## src/design/sac_params.svh

```systemverilog
// sar converter control constants: register offsets, fields, resets, timing
// assumes inclusion by bare name from design files
`ifndef SAC_PARAMS_SVH
`define SAC_PARAMS_SVH
// ****************
// register offsets
// ****************
`define SAC_ADDR_CONTROL     8'hAA
`define SAC_ADDR_CONFIG      8'hAB
`define SAC_ADDR_CHANNEL     8'hAC
`define SAC_ADDR_RESULT      8'hBE
// ****************
// reset values
// ****************
`define SAC_RST_CONTROL      8'h00
`define SAC_RST_CONFIG       8'hF8
`define SAC_RST_CHANNEL      8'h00
// ****************
// field positions
// ****************
`define SAC_BIT_ENABLE       7
`define SAC_BIT_TRACK_MODE   6
`define SAC_BIT_DONE         5
`define SAC_BIT_BUSY         4
`define SAC_DIV_HI           7
`define SAC_DIV_LO           3
`define SAC_GAIN_HI          1
`define SAC_GAIN_LO          0
`define SAC_SRC_HI           3
`define SAC_SRC_LO           1
`define SAC_CFG_WMASK        8'hFB
`define SAC_CTL_WMASK        8'hEE
`define SAC_CHN_WMASK        8'h07
// ****************
// timing in sar clocks
// ****************
`define SAC_TRACK_CLKS       2'd3
`define SAC_CONV_CLKS        4'd8
`endif

```

## src/design/sac_pkg.sv

```systemverilog
// sar converter control types
// assumes sac_params.svh constants alongside
package sac_pkg;
  typedef enum logic [1:0] {SAC_IDLE, SAC_TRACK, SAC_CONV} sac_state_t;
  typedef enum logic [2:0] {
    SAC_SRC_SW     = 3'h0,
    SAC_SRC_TMR3   = 3'h1,
    SAC_SRC_PIN    = 3'h2,
    SAC_SRC_TMR2   = 3'h3
  } sac_src_t;
endpackage

```

## src/design/sac_sar_tick.sv

```systemverilog
// sar clock divider: one tick every (divider+1) system clocks
// assumes divider value held stable by software while converting
`timescale 1ns/10ps
module sac_sar_tick import sac_pkg::*; (
  input  wire logic       clk,      // system clock
  input  wire logic       rst,      // sync reset, active high
  input  wire logic       run,      // counting allowed
  input  wire logic [4:0] divider,  // divide by divider+1
  output logic            tick      // one-cycle pulse per sar clock
);
  logic [4:0] cnt_r;
  logic [4:0] cnt_nxt;
  logic       tick_r;
  logic       tick_nxt;
  assign tick = tick_r;
  always_comb begin
    cnt_nxt  = cnt_r;
    tick_nxt = 1'b0;
    if (!run) begin
      cnt_nxt = 5'h0_0;
    end else if (cnt_r >= divider) begin
      cnt_nxt  = 5'h0_0;
      tick_nxt = 1'b1;
    end else begin
      cnt_nxt = cnt_r + 5'h0_1;
    end
  end
  always_ff @(posedge clk) begin
    if (rst) begin
      cnt_r  <= 5'h0_0;
      tick_r <= 1'b0;
    end else begin
      cnt_r  <= cnt_nxt;
      tick_r <= tick_nxt;
    end
  end
endmodule

```

## src/design/sac_ctrl.sv

```systemverilog
// sar converter control: registers, triggers, track and convert sequence
// assumes a single-cycle register port from the core and an analog
// comparator answering each trial bit within one sar clock
//
// Behaviour
// - sar clock is system clock divided by divider field plus one
// - gain field 00 half, 01 unity, 10 two, 11 four
// - config bit 2 reads zero, writes ignored
// - three-bit channel field picks one of eight inputs
// - channel register upper five bits read zero, writes ignored
// - enable zero means shutdown; one means active and accepting starts
// - track mode clear tracks continuously except during conversion
// - done flag sets on busy fall; only software clears it
// - busy reads one while tracking after a start or converting, zero otherwise
// - writing busy one starts only with source 000; zero no effect
// - source 000 busy, 001 timer3, 010 pin rise, 011 timer2, 1xx companion
// - low-power mode non-pin sources track three sar clocks first
// - low-power pin mode tracks while pin low, converts on rise
// - control bit 0 reads zero, writes ignored
// - conversion takes eight sar clocks before result and busy fall
// - result is unsigned eight-bit code, saturating at all ones
// - busy fall raises interrupt request when enabled
`timescale 1ns/10ps
`include "sac_params.svh"
module sac_ctrl import sac_pkg::*; (
  input  wire logic       clk,              // system clock
  input  wire logic       rst,              // sync reset, active high
  input  wire logic [7:0] reg_addr,         // register address
  input  wire logic       reg_wr,           // write strobe
  input  wire logic [7:0] reg_wdata,        // write data
  output logic      [7:0] reg_rdata,        // read data, one cycle later
  input  wire logic       timer3_overflow,  // timer 3 overflow pulse
  input  wire logic       timer2_overflow,  // timer 2 overflow pulse
  input  wire logic       companion_converter_busy, // companion busy-write pulse
  input  wire logic       external_convert_start,   // async pin
  input  wire logic       irq_enable,       // interrupt enable from core
  input  wire logic       cmp_high,         // comparator: input at or above trial
  output logic      [2:0] channel_select,   // mux select
  output logic      [1:0] pga_gain_select,  // amplifier gain code
  output logic            analog_power,     // converter powered
  output logic            track_en,         // track-and-hold tracking
  output logic      [7:0] sar_trial,        // trial code to dac
  output logic            irq_req           // interrupt request pulse
);
  // ****************
  // registers
  // ****************
  logic [7:0]  ctl_r, ctl_nxt;
  logic [7:0]  cfg_r, cfg_nxt;
  logic [7:0]  chn_r, chn_nxt;
  logic [7:0]  res_r, res_nxt;
  logic [7:0]  rdata_r, rdata_nxt;
  logic        pin_s1_r, pin_s2_r, pin_s3_r;
  sac_state_t  st_r, st_nxt;
  logic [1:0]  trk_r, trk_nxt;
  logic [3:0]  bit_r, bit_nxt;
  logic [7:0]  sar_r, sar_nxt;
  logic        irq_r, irq_nxt;
  logic        trk_out_r, trk_out_nxt;
  logic        tick;
  logic        enabled, lp_mode, busy, start, pin_rise, busy_fall;
  logic [2:0]  src;
  assign enabled   = ctl_r[`SAC_BIT_ENABLE];
  assign lp_mode   = ctl_r[`SAC_BIT_TRACK_MODE];
  assign src       = ctl_r[`SAC_SRC_HI:`SAC_SRC_LO];
  assign busy      = (st_r != SAC_IDLE);
  assign pin_rise  = pin_s2_r && !pin_s3_r;
  assign busy_fall = (st_r == SAC_CONV) && tick && (bit_r == `SAC_CONV_CLKS - 4'd1);
  // ****************
  // sar clock divider
  // ****************
  sac_sar_tick u_tick (
    .clk     (clk),
    .rst     (rst),
    .run     (busy),
    .divider (cfg_r[`SAC_DIV_HI:`SAC_DIV_LO]),
    .tick    (tick)
  );
  // ****************
  // start trigger selection
  // ****************
  always_comb begin
    start = 1'b0;
    if (src[2]) begin
      start = companion_converter_busy;
    end else begin
      unique case (sac_src_t'(src))
        SAC_SRC_SW:   start = reg_wr && reg_addr == `SAC_ADDR_CONTROL
                              && reg_wdata[`SAC_BIT_BUSY];
        SAC_SRC_TMR3: start = timer3_overflow;
        SAC_SRC_PIN:  start = pin_rise;
        SAC_SRC_TMR2: start = timer2_overflow;
      endcase
    end
  end
  // ****************
  // sequence
  // ****************
  always_comb begin
    st_nxt  = st_r;
    trk_nxt = trk_r;
    bit_nxt = bit_r;
    sar_nxt = sar_r;
    res_nxt = res_r;
    irq_nxt = 1'b0;
    unique case (st_r)
      SAC_IDLE: begin
        if (enabled && start) begin
          trk_nxt = 2'd0;
          bit_nxt = 4'd0;
          sar_nxt = 8'h80;
          if (lp_mode && src != SAC_SRC_PIN) st_nxt = SAC_TRACK;
          else st_nxt = SAC_CONV;
        end
      end
      SAC_TRACK: begin
        if (tick) begin
          trk_nxt = trk_r + 2'd1;
          if (trk_r == `SAC_TRACK_CLKS - 2'd1) st_nxt = SAC_CONV;
        end
      end
      SAC_CONV: begin
        if (tick) begin
          // binary search; unsigned code saturates at all ones by nature
          sar_nxt = sar_r;
          if (!cmp_high) sar_nxt = sar_r & ~(8'h80 >> bit_r);
          if (bit_r != 4'd7) sar_nxt = sar_nxt | (8'h40 >> bit_r);
          bit_nxt = bit_r + 4'd1;
          if (busy_fall) begin
            st_nxt  = SAC_IDLE;
            res_nxt = sar_nxt;
            irq_nxt = irq_enable;
          end
        end
      end
      default: st_nxt = SAC_IDLE;
    endcase
    if (!enabled) st_nxt = SAC_IDLE;
  end
  // ****************
  // register file
  // ****************
  always_comb begin
    ctl_nxt   = ctl_r;
    cfg_nxt   = cfg_r;
    chn_nxt   = chn_r;
    rdata_nxt = 8'h00;
    if (reg_wr) begin
      unique case (reg_addr)
        `SAC_ADDR_CONTROL: ctl_nxt = reg_wdata & `SAC_CTL_WMASK;
        `SAC_ADDR_CONFIG:  cfg_nxt = reg_wdata & `SAC_CFG_WMASK;
        `SAC_ADDR_CHANNEL: chn_nxt = reg_wdata & `SAC_CHN_WMASK;
        default: ;
      endcase
      // write of one to done is kept; zero clears; busy bit not stored
      if (reg_addr == `SAC_ADDR_CONTROL) ctl_nxt[`SAC_BIT_BUSY] = 1'b0;
    end
    if (busy_fall && enabled) ctl_nxt[`SAC_BIT_DONE] = 1'b1;
    unique case (reg_addr)
      `SAC_ADDR_CONTROL: begin
        rdata_nxt = ctl_r;
        rdata_nxt[`SAC_BIT_BUSY] = busy;
      end
      `SAC_ADDR_CONFIG:  rdata_nxt = cfg_r;
      `SAC_ADDR_CHANNEL: rdata_nxt = chn_r;
      `SAC_ADDR_RESULT:  rdata_nxt = res_r;
      default:           rdata_nxt = 8'h00;
    endcase
    trk_out_nxt = enabled && (lp_mode ? (src == SAC_SRC_PIN ? !pin_s2_r
                 : st_nxt == SAC_TRACK) : st_nxt != SAC_CONV);
  end
  always_ff @(posedge clk) begin
    if (rst) begin
      ctl_r     <= `SAC_RST_CONTROL;
      cfg_r     <= `SAC_RST_CONFIG;
      chn_r     <= `SAC_RST_CHANNEL;
      res_r     <= 8'h00;
      rdata_r   <= 8'h00;
      pin_s1_r  <= 1'b0;
      pin_s2_r  <= 1'b0;
      pin_s3_r  <= 1'b0;
      st_r      <= SAC_IDLE;
      trk_r     <= 2'd0;
      bit_r     <= 4'd0;
      sar_r     <= 8'h00;
      irq_r     <= 1'b0;
      trk_out_r <= 1'b0;
    end else begin
      ctl_r     <= ctl_nxt;
      cfg_r     <= cfg_nxt;
      chn_r     <= chn_nxt;
      res_r     <= res_nxt;
      rdata_r   <= rdata_nxt;
      pin_s1_r  <= external_convert_start;
      pin_s2_r  <= pin_s1_r;
      pin_s3_r  <= pin_s2_r;
      st_r      <= st_nxt;
      trk_r     <= trk_nxt;
      bit_r     <= bit_nxt;
      sar_r     <= sar_nxt;
      irq_r     <= irq_nxt;
      trk_out_r <= trk_out_nxt;
    end
  end
  assign reg_rdata       = rdata_r;
  assign channel_select  = chn_r[2:0];
  assign pga_gain_select = cfg_r[`SAC_GAIN_HI:`SAC_GAIN_LO];
  assign analog_power    = ctl_r[`SAC_BIT_ENABLE];
  assign track_en        = trk_out_r;
  assign sar_trial       = sar_r;
  assign irq_req         = irq_r;
  // ****************
  // checks
  // ****************
  chk_done_on_fall: assert property (@(posedge clk) disable iff (rst)
    busy_fall && enabled |=> ctl_r[`SAC_BIT_DONE]) else $error("done flag not set");
  chk_result_same: assert property (@(posedge clk) disable iff (rst)
    busy_fall && enabled |=> res_r == $past(sar_nxt) && st_r == SAC_IDLE)
    else $error("result late");
  chk_cfg_bit2: assert property (@(posedge clk) disable iff (rst)
    cfg_r[2] == 1'b0) else $error("config bit 2 set");
  chk_chn_upper: assert property (@(posedge clk) disable iff (rst)
    chn_r[7:3] == 5'h0_0) else $error("channel upper bits set");
  chk_ctl_bit0: assert property (@(posedge clk) disable iff (rst)
    ctl_r[0] == 1'b0) else $error("control bit 0 set");
  chk_disabled_idle: assert property (@(posedge clk) disable iff (rst)
    !enabled |=> st_r == SAC_IDLE) else $error("runs while disabled");
  chk_no_restart: assert property (@(posedge clk) disable iff (rst)
    st_r == SAC_CONV && !tick && enabled |=> st_r == SAC_CONV && $stable(bit_r))
    else $error("conversion disturbed");
  chk_busy_write: assert property (@(posedge clk) disable iff (rst)
    st_r == SAC_IDLE && enabled && src != 3'h0 && !src[2] && reg_wr
    && reg_addr == `SAC_ADDR_CONTROL && !timer3_overflow && !timer2_overflow
    && !pin_rise |=> st_r == SAC_IDLE) else $error("busy write started");
  chk_track_to_conv: assert property (@(posedge clk) disable iff (rst)
    st_r == SAC_TRACK && tick && trk_r == 2'd2 && enabled |=> st_r == SAC_CONV)
    else $error("track length wrong");
  chk_irq_pulse: assert property (@(posedge clk) disable iff (rst)
    irq_r |-> $past(busy_fall) && $past(irq_enable)) else $error("stray irq");
  cov_conv: cover property (@(posedge clk) disable iff (rst) busy_fall);
  cov_lp: cover property (@(posedge clk) disable iff (rst) st_r == SAC_TRACK && tick);
  cov_pin: cover property (@(posedge clk) disable iff (rst) pin_rise && start);
endmodule

```

## config.mk

```make
export PLATFORM = sky130hd
export DESIGN_NAME = sac_ctrl
export DESIGN_NICKNAME = d
export VERILOG_FILES = /design/src/design/sac_pkg.sv /design/src/design/sac_sar_tick.sv /design/src/design/sac_ctrl.sv
export VERILOG_INCLUDE_DIRS = /design/src /design/src/design
export SDC_FILE = /design/constraint.sdc
export NUM_CORES = 1
export LEC_CHECK = 0
export ABC_CLOCK_PERIOD_IN_PS = 3100
export BUFFER_PORTS_ARGS = -buffer_cell sky130_fd_sc_hd__buf_2
export CAP_MARGIN = 20
export CORE_MARGIN = 4
export CORE_UTILIZATION = 50
export CTS_CLUSTER_DIAMETER = 50
export DETAILED_ROUTE_END_ITERATION = 16
export GPL_TIMING_DRIVEN = 0
export HOLD_SLACK_MARGIN = 0.03
export PLACE_DENSITY = 0.72
export RECOVER_POWER = 100
export SETUP_SLACK_MARGIN = 0.5
export SLEW_MARGIN = 20
export SYNTH_ARGS = -nofsm -noshare
export SYNTH_HDL_FRONTEND = slang
export SYNTH_HIERARCHICAL = 1
export SYNTH_SLANG_ARGS = --single-unit
```

## constraint.sdc

```tcl
create_clock -name clk -period 3.1 [get_ports clk]
set_input_delay 0.62 -clock clk [delete_from_list [all_inputs] [get_ports clk]]
set_output_delay 0.62 -clock clk [all_outputs]
set_load 0.02 [all_outputs]
```

**Yosys cells after proc, flatten, opt, wreduce, memory -nomap -nowiden**

Index checks and enable logic that the tools add are counted.

- $lt $le $gt $ge: 1
- Shift-type cells: 2
- Reduce and logical (&&, ||, !) cells: 28
- Multiplexer cells: 31
- Eq/ne operators: 18
- Add/sub/neg operators: 3
- Bitwise operators: 7

Operators with widths:

| operator | number |
|---|---|
| 8-bit 2-to-1 mux | 6 |
| 8-bit equality test, second input constant | 4 |
| 8-bit case mux with 4 select lines | 1 |
| 2-bit 2-to-1 mux | 9 |
| 8-bit case mux with 2 select lines | 1 |
| 6-bit 2-to-1 mux | 2 |
| 2-bit nonzero test | 5 |
| 1-bit logical AND | 9 |
| 3-bit AND reduction | 3 |
| 8-bit AND | 1 |
| 4-bit 2-to-1 mux | 2 |
| 8-bit NOT | 1 |
| 8-bit OR | 1 |
| 4-bit case mux with 2 select lines | 1 |
| 2-bit AND reduction | 4 |
| 7-bit by 4-bit right shift with 8-bit output, first input constant | 1 |
| 8-bit by 4-bit right shift with 8-bit output, first input constant | 1 |
| 3-bit by 2-bit equality test with 1-bit output, second input constant | 2 |
| 1-bit 2-to-1 mux | 6 |
| 2-bit case mux with 3 select lines | 1 |
| 5-bit by 1-bit adder with 5-bit output, second input constant | 1 |
| 5-bit greater-or-equal comparator | 1 |
| 4-bit by 1-bit adder with 4-bit output, second input constant | 1 |
| 2-bit by 1-bit equality test with 1-bit output, second input constant | 2 |
| 17 further kinds | 24 |

- Logic and storage cells: 108
- Output and inout bits: 24
- Register bits after elaboration: 60
- Bits of input ports: 25

**Depth between registers and ports, before layout**

Gate-level depths: netlist (run 1).

- Depth after elaboration: 13
- Gate-level depth with buffers: 7
- Depth with buffers taken out: 7

**Hierarchy**

Netlist (run 1), hierarchy kept.

Modules (own cells, without submodules):

| module | sequential area each (um^2) | times used | cells an instance | area each (um^2) |
|---|---|---|---|---|
| sac_ctrl | 1,061.0 | 1 | 291 | 2,555.0 |
| sac_sar_tick | 120.1 | 1 | 36 | 332.8 |

**Worst setup path after synthesis (run 1)**

No wires, ideal clock.

- Path type: input-to-reg
- Start point: input reg_addr[4]
- End point: register sar_r[0], in the netlist sar_trial[0]
- Setup slack: 0.747 ns
- Required time: 3.028 ns
- Stages on the path: 7
- Buffers on the path: 2
- Library setup time: 0.072 ns
- Arrival time: 2.281 ns
- Cell sequence: buf_6 or4b_1 or4_1 and3_4 o21ai_1 buf_4 mux2i_1

- Cells in the longest elaborated chain, start to end: 8

Ends and longest elaborated chain:

| element | RTL line | text |
|---|---|---|
| start, declared | sac_ctrl.sv:28 | `input wire logic [7:0] reg_addr,` |
| 8-bit equality test | -- |  |
| 1-bit logical AND (no line) | -- |  |
| 1-bit logical AND | sac_ctrl.sv:88 | `` SAC_SRC_SW: start = reg_wr && reg_addr == `SAC_ADDR_CONTROL `` |
| 1-bit case mux with 4 select lines | sac_ctrl.sv:87 | `unique case (sac_src_t'(src))` |
| 1-bit 2-to-1 mux | sac_ctrl.sv:84 | `if (src[2]) begin` |
| 1-bit logical AND | sac_ctrl.sv:108 | `if (enabled && start) begin` |
| 2-bit inequality test (no line) | -- |  |
| 3-bit AND reduction (no line) | -- |  |
| end signal, assigned | sac_ctrl.sv:200 | `sar_r <= sar_nxt;` |
| end, declared | sac_ctrl.sv:57 | `logic [7:0] sar_r, sar_nxt;` |

Every way passes these cells.
A chain may end at the register's enable or synchronous reset.

**Final worst setup path (run 1)**

- Start point: input reg_addr[6]
- End point: register ctl_r[5]

- Cells in the longest elaborated chain, start to end: 3

Ends and longest elaborated chain:

| element | RTL line | text |
|---|---|---|
| 8-bit equality test | sac_ctrl.sv:149 | `unique case (reg_addr)` |
| 2-bit nonzero test (no line) | -- |  |
| 2-bit AND reduction (no line) | -- |  |
| end signal, assigned | sac_ctrl.sv:174 | `` ctl_r <= `SAC_RST_CONTROL; `` |
| end signal, assigned | sac_ctrl.sv:189 | `ctl_r <= ctl_nxt;` |
| end, declared | sac_ctrl.sv:48 | `logic [7:0] ctl_r, ctl_nxt;` |

Every way passes these cells.

==> results of run 1 <==
## cell type report
type | instances | area [sq um]
fill | 514 | 2180
multi-input combinational | 237 | 1560
sequential | 59 | 1180
timing repair buffer | 45 | 194
clock buffer | 11 | 141
tap | 72 | 90.1
buffer | 18 | 86.3
clock inverter | 5 | 52.6
inverter | 13 | 48.8
## path summary, 6_finish.rpt
check                    from           end  slack, ns  cells after the start
setup / recovery  reg_addr[6]      ctl_r[5]       0.54                      7
hold / removal       pin_s1_r      pin_s2_r       0.45                      1
setup reg to reg     ctl_r[1]  sar_trial[3]       0.67                      6
hold reg to reg      pin_s1_r      pin_s2_r       0.45                      1
## through the flow
stage / instance area, sq um / worst slack, ns / hold WS (ns)
after global routing: 3360 / 0.376 / 0.475
final: 3360 / 0.541 / 0.454
after floorplan: 2890 / 0.747 / 0.414
after CTS: 3400 / 0.795 / 0.458
after global placement: 3200 / 0.432 / 0.439
after detailed placement: 3200 / 0.435 / 0.438
## layout by cell type, fill, tap and decap left out, types with 2 or more instances in the layout
cell      netlist  final
xor2_1          3      3
nor2b_1         9      9
dfxtp_1        59     59
clkbuf_1       13     40
a211oi_1        8      8
clkbuf_8        0     10
nand2_1        24     24
xnor2_1         3      3
a21oi_1        12     12
a31oi_1         2      2
a211o_1         5      5
inv_1          13     13
nor4_1          3      3
or3_1           4      4
o21ai_0         4      6
and3b_1         2      2
o211ai_1        3      3
nand2b_1       21     21
clkinv_2        0      3
buf_4           3      3
nor2_1         38     38
mux2i_1        21     21
buf_2           1     20
nor3_1          9      9
and3_1          7      8
nor3b_1         2      2
ha_1           13     13
a22oi_1        13     13
mux2_2          4      4
nand3_1         8      8
## state kept, by name, summed over array words and instances, names as in the netlist
register	flops
chn_r	3
sar_trial	8
pin_s3_r	1
ctl_r	6
u_tick/tick	1
res_r	8
trk_r	2
bit_r	4
st_r	2
u_tick/cnt_r	5
irq_req	1
pin_s2_r	1
track_en	1
pin_s1_r	1
reg_rdata	8
cfg_r	7
## worst max-delay path, cell delays in order
cell	delay, ns
buf_2	0.09
nand4b_1	0.31
nor4_1	0.81
nor2b_1	0.21
clkbuf_1	0.38
mux2i_1	0.26
a21oi_1	0.08
## layer usage
metal / global-route usage (%) / vias up / share of wire (%)
li1: - / 1256 / -
met1: 26.8 / 1145 / 49
met2: 31.7 / 69 / 44
met3: 4.74 / 15 / 5.2
met4: 9.80 / 0 / 2.3
met5: 0 / - / 0
## logic make-up after synthesis
group	count (synthesis)	synth area share, %
buffers and inverters	31	4.72
adder cells (fa/ha/maj)	13	5.63
XOR/XNOR	6	1.82
AND/OR/NAND/NOR	136	24.3
AO/OA/AOI/OAI	57	13.8
multiplexers	25	8.84
flip-flops	59	40.9
## report_power, final
group	internal [W]	leakage [nW]	total, W	switching (W)
combinational	0.0000240	0.704	0.0000587	0.0000347
sequential	0.000760	0.476	0.000761	0.00000102
clock	0.000389	0.0991	0.000699	0.000310
total	0.00117	1.28	0.00152	0.000346
==> metrics list, run 1 <==
- Via count of the first global-routing pass: approximately 2400
- The number of antenna violations at the first check in global routing was 0.
- Critical path required time: roughly 3.3 ns
- Compared with the post-synthesis result, the final layout area differs by 16.2%.
* Post-synth EDFFs: 0
* Total chip power: around 0.0015 W
- Once detail routing completed, the nets flagged for antenna violations numbered 0.
- The final layout contains routed wiring with a total length of 6.87 mm.
- Sinks on the clock net: between 50 and 60
- Count of final max-slew check failures: 0
* Number of optimization iterations in the first detailed-route pass: 4
* Floorplan row count: 27
- Routability-driven placement finished with a final weighted congestion of about 0.91.
- Mean instance size in the synthesized netlist: roughly 9 sq um
- TritonCTS built the clock tree.
- Count of input and output buffers: 45
* Proportion of synthesized chip area in sequential cells: 40.9%
- Synthesis inferred 59 register bits.
- Including well taps, the total number of placed cells is ~440.
- Type of the worst min-delay path: reg2reg
- Die area: approximately 7100 sq um
- Final setup TNS: 0 ns
- Distinct cell type count of the synthesized netlist: 48
- The clock passes through at most 2 buffers.
- The detailed router finished its first iteration with around 180 violations.
- The die is approximately 84 um tall.
* Reg clk slew, reported paths: roughly 0.070 ns
* WP data arrival: around 2.8 ns
* Horizontal extent of the die: between 80 and 90 um
* First-pass GRT wire length: between 10 and 15 mm
- Ratio of cells with drive above 1 in the final layout: between 10% and 20%
- Dividing the detail-routed via count by the number of cells gives between 5 and 6.
- FFs w/ async S/R, synth: 0%
- Leakage power: roughly 1.3 nW
- STA classifies the critical path startpoint as a primary input.
- For this configuration, the core starts out at a cell density of between 50% and 60%.
* Buffers inserted by post-CTS timing repair: 0
- The worst pin sits at a relative slew slack of approximately two fifths.
- For this run, design rule violations remaining after detail routing come to 0.
- Number of endpoints with negative hold slack in the final report: 0
- During I/O placement, the number of pins put on the boundary was 49.
* Largest net degree at the start of global routing: 11
* HPWL after DPL: roughly 5 mm
* Worst-case clock skew: between 0.006 and 0.007 ns
- Main flop type after synthesis: dfxtp_1
- Area share of the leading cell type in the synthesized netlist: 40.9%
- Cell area after synthesis: between 2000 and 3000 sq um
- Number of nets in the final layout: roughly 420
- Final setup violating endpoints: 0
- Area of the core: 5540 sq um
* Largest area contributor in the synthesized netlist: dfxtp_1
- The number of gates resized after CTS was 0.
- Worst-margin pin slew: 0.893 ns
- Most numerous cell in the Yosys netlist: dfxtp_1
* Maximum clock frequency: between 0.3 and 0.4 GHz
* Yosys warns: 6
- Cell count after synthesis: about 330
- Kind of capture point of the worst setup path: flop
* Result of the run: complete, no violations
* # diodes: 0
- Global-route total usage across every layer: just over 20%
- Most instantiated cells after synthesis: dfxtp_1 (59), nor2_1 (38), nand2_1 (24)
- Setup repair after global routing left no endpoint under its margin.
* Maximum vdd drop: 0.367 mV
- Buffers inserted during clock tree synthesis total 9.
* Cell types with the largest area share after synthesis: dfxtp_1 (41%), mux2i_1 (7.3%), ha_1 (5.6%), nor2_1 (4.9%), nand2b_1 (4.5%)
* Source-to-sink clock delay at the later pin of the worst-skew pair: 0.35 ns
- CTS H-tree lvls: 3
- The worst path uses between 80 and 90% of the clock period.
- Tmin final: approximately 2.6 ns
* Number of nets produced by synthesis: about 370
- Hold buffer count at cts: 0
* Overflow left after global routing: 0
* Non-Filler Instances: 460
* Power per cell area: roughly 450 nW/um^2
* Total vias in the final route: between 2000 and 2500
- Clock root buffer master: clkbuf_8
- Post-layout utilization of the core: between 60 and 70%
* Kind of critical path: in2reg
* Critical path fanouts, max: 7
- Across the run, the number of max-cap violations was 0.
* Per-cell routed wire length: ~15 um
Power figures use the tool's default switching activity.
==> run 2: changes to the inputs <==
--- a/config.mk
+++ b/config.mk
@@ -6,7 +6,7 @@
 export SDC_FILE = /design/constraint.sdc
 export NUM_CORES = 1
 export LEC_CHECK = 0
-export ABC_CLOCK_PERIOD_IN_PS = 3100
+export ABC_CLOCK_PERIOD_IN_PS = 2180
 export BUFFER_PORTS_ARGS = -buffer_cell sky130_fd_sc_hd__buf_2
 export CAP_MARGIN = 20
 export CORE_MARGIN = 4
@@ -15,7 +15,7 @@
 export DETAILED_ROUTE_END_ITERATION = 16
 export GPL_TIMING_DRIVEN = 0
 export HOLD_SLACK_MARGIN = 0.03
-export PLACE_DENSITY = 0.72
+export PLACE_DENSITY = 0.75
 export RECOVER_POWER = 100
 export SETUP_SLACK_MARGIN = 0.5
 export SLEW_MARGIN = 20
==> constraint.sdc (replaced) <==
create_clock -name clk -period 2.18 [get_ports clk]
set_input_delay 0.436 -clock clk [delete_from_list [all_inputs] [get_ports clk]]
set_output_delay 0.436 -clock clk [all_outputs]
set_load 0.02 [all_outputs]
==> run 2 against run 1 <==
Clock power grew 42%. Count of clock-buffer cells in the layout stayed put. Hold slack worse by 0.15 ns. Highest routed layer unchanged. Critical path type is now reg2reg. Via count is 4.8% higher. Die area did not move. Largest power group unchanged. Sequential power up 42%. Utilization rose by 3.2 points.
==> metrics list, run 2 (synthesis results as in run 1) <==
* Result of the run: complete, no violations (unchanged)
- The routed metal-1 wirelength is 3.41 mm (was 3.34 mm).
- Number of endpoints with negative hold slack in the final report: 0 (unchanged)
* Critical path fanouts, max: 4 (was 7)
- The starting density of the core was 52.1% (unchanged).
- Leakage power: 1.35 nW (was 1.28 nW)
* Global-route total usage across every layer: 21.3% (was 20.5%)
* Reg clk slew, reported paths: 0.07 ns (about the same)
- The arrival time at the worst endpoint is 2.32 ns (was 2.77 ns).
* Ratio of cells with drive above 1 in the final layout: 17.5% (was 12.1%)
- Number of optimization iterations in the first detailed-route pass: 4 (unchanged)
* Sinks on the clock net: 59 (unchanged)
- Overflow left after global routing: 0 (unchanged)
- The via total after detailed routing was 2605 (was 2485).
- The insertion delay to the later sink of the worst-skew pair is 0.34 ns (was 0.35 ns).
* Cell area after layout: 3530 sq um (was 3360 sq um)
- The DRC marker count from the first detailed-route iteration is 236 (was 181).
- Critical path required time: 2.37 ns (was 3.31 ns)
* Met3 wirelength from detailed routing: 497 um (was 359 um)
- The mean number of vias per cell was 5.52 (was 5.40).
* Slew headroom: 57.1% (was 39.9%)
- The cell at the root of the clock tree is clkbuf_8 (unchanged).
* Number of CTS-inserted buffers: 9 (unchanged)
- The transition time at the pin with the least slew margin is 0.640 ns (was 0.893 ns).
* # diodes: 0 (unchanged)
* Commonest non-fill, non-tap cell in the layout: dfxtp_1 (unchanged)
- The wire length on met2 came to 3.50 mm (was 3.01 mm).
- The die footprint came to 7060 sq um (unchanged).
* Initial antenna violation count: 0 (unchanged)
* Count of final max-slew check failures: 0 (unchanged)
- The final HPWL from detailed placement was 5.10 mm (was 5.07 mm).
- Via count of the first global-routing pass: 2526 (was 2435)
* Type of the worst min-delay path: in2reg (was reg2reg)
- The number of setup violations in the final report is 0 (unchanged).
- Count of input and output buffers: 45 (unchanged)
* Power per cell area: 612 nW/um^2 (was 453 nW/um^2)
* Number of nets in the final layout: 433 (was 421)
* Largest net degree at the start of global routing: 11 (unchanged)
* Total cell area at the placement stage: 3210 sq um (was 3200 sq um)
- Area of the core: 5540 sq um (unchanged)
- The TritonCTS clock tree was built (unchanged).
- Routed Wire Length: 7.52 mm (was 6.87 mm)
* Total DRC errors in the routed layout: 0 (unchanged)
- The setup clock skew after layout was 0.00761 ns (was 0.00632 ns).
- The layout filler cell count is 495 (was 514).
- Number of nets with antenna violations after detailed routing: 0 (unchanged)
* CTS H-tree lvls: 3 (unchanged)
* Leading cell types in the layout, fill and taps excluded: dfxtp_1 (57), clkbuf_1 (41), nor2_1 (37) (was dfxtp_1 (59), clkbuf_1 (40), nor2_1 (38))
- The placer's final routability congestion estimate came to 0.899 (was 0.910).
- The endpoint kind of the worst setup timing path was a flop (unchanged).
- The mean routed wirelength per cell was 15.9 um (was 14.9 um).
- The height of the die came to 84.0 um (unchanged).
- Crit share post-route: a little over nine tenths
- The uppermost metal layer occupied by signal nets is met4 (unchanged).
- Horizontal extent of the die: 84.0 um (unchanged)
- Maximum clock frequency: 0.469 GHz
- Floorplan row count: 27 (unchanged)
- The category of the worst setup path launch point was a flop (was primary input).
- The maximum VDD drop was 0.373 mV (was 0.367 mV).
* Tmin final: around 2.1 ns
* Total chip power: 0.00216 W (was 0.00152 W)
- The type of the worst setup path is reg2reg (was in2reg).
- Final setup TNS: 0 ns (unchanged)
* Max Cap Violations: 0 (unchanged)
- RSZ-0062 raised after global routing: true (was false).
* CTS Buffer Depth: 2 (unchanged)
- The area growth from synthesis to layout came to 22.4% (was 16.2%).
- First-pass GRT wire length: 11.9 mm (was 11.6 mm)
* Boundary Pins: 49 (unchanged)
==> run 2: worst paths after layout <==
kind	from	endpoint	slack, ns	cells past startpoint
max	ctl_r[1]	trk_r[0]	0.05	7
min	external_convert_start	pin_s1_r	0.31	2
max reg2reg	ctl_r[1]	trk_r[0]	0.05	7
min reg2reg	pin_s1_r	pin_s2_r	0.44	1
==> run 2: repair_timing <==
action                     CTS  global route
gates resized for setup     18            17
pin swaps                    2             7
setup buffers                7             4
hold buffers                 0             0
setup endpoints to repair   42            33
gates cloned                 1             0
==> run 2: worst max-delay path, cell delays in order (launching register included) <==
cell	delay, ns
dfxtp_4	0.34
or4b_1	0.50
or4_4	0.45
and3_4	0.20
buf_4	0.14
buf_6	0.12
o211ai_1	0.15
a21oi_1	0.09
==> run 2: stage by stage <==
step           worst slack (ns)  util, %  hold WS, ns  instances
2_1_floorplan            0.0447        -        0.414        327
3_3_place_gp             -0.293     57.9        0.435        444
3_5_place_dp             -0.322     57.9        0.436        444
4_1_cts                   0.101     63.5        0.298        468
5_1_grt                 -0.0244     63.8        0.322        472
6_report                 0.0486     63.8        0.306        472
==> run 2: routing by layer <==
| metal | track usage (%) | vias up |
|---|---|---|
| li1 | - | 1281 |
| met1 | 26.5 | 1228 |
| met2 | 35.0 | 84 |
| met3 | 6.02 | 12 |
| met4 | 8.04 | 0 |
| met5 | 0 | - |
==> run 2: area by class of cell <==
class	count	area [sq um]	share of cell area, %
Clock inverter	5	52.6	1.49
Sequential cell	59	1190	33.6
Tap cell	72	90.1	2.55
Timing Repair Buffer	57	289	8.18
Clock buffer	11	141	4.00
Buffer	18	97.6	2.76
Inverter	13	48.8	1.38
Multi-Input combinational cell	237	1630	46.1
==> run 2: report_power, final <==
group	internal, W	switching [W]
registers	0.00108	0.00000132
logic	0.0000369	0.0000542
clock network	0.000553	0.000438
total	0.00167	0.000493
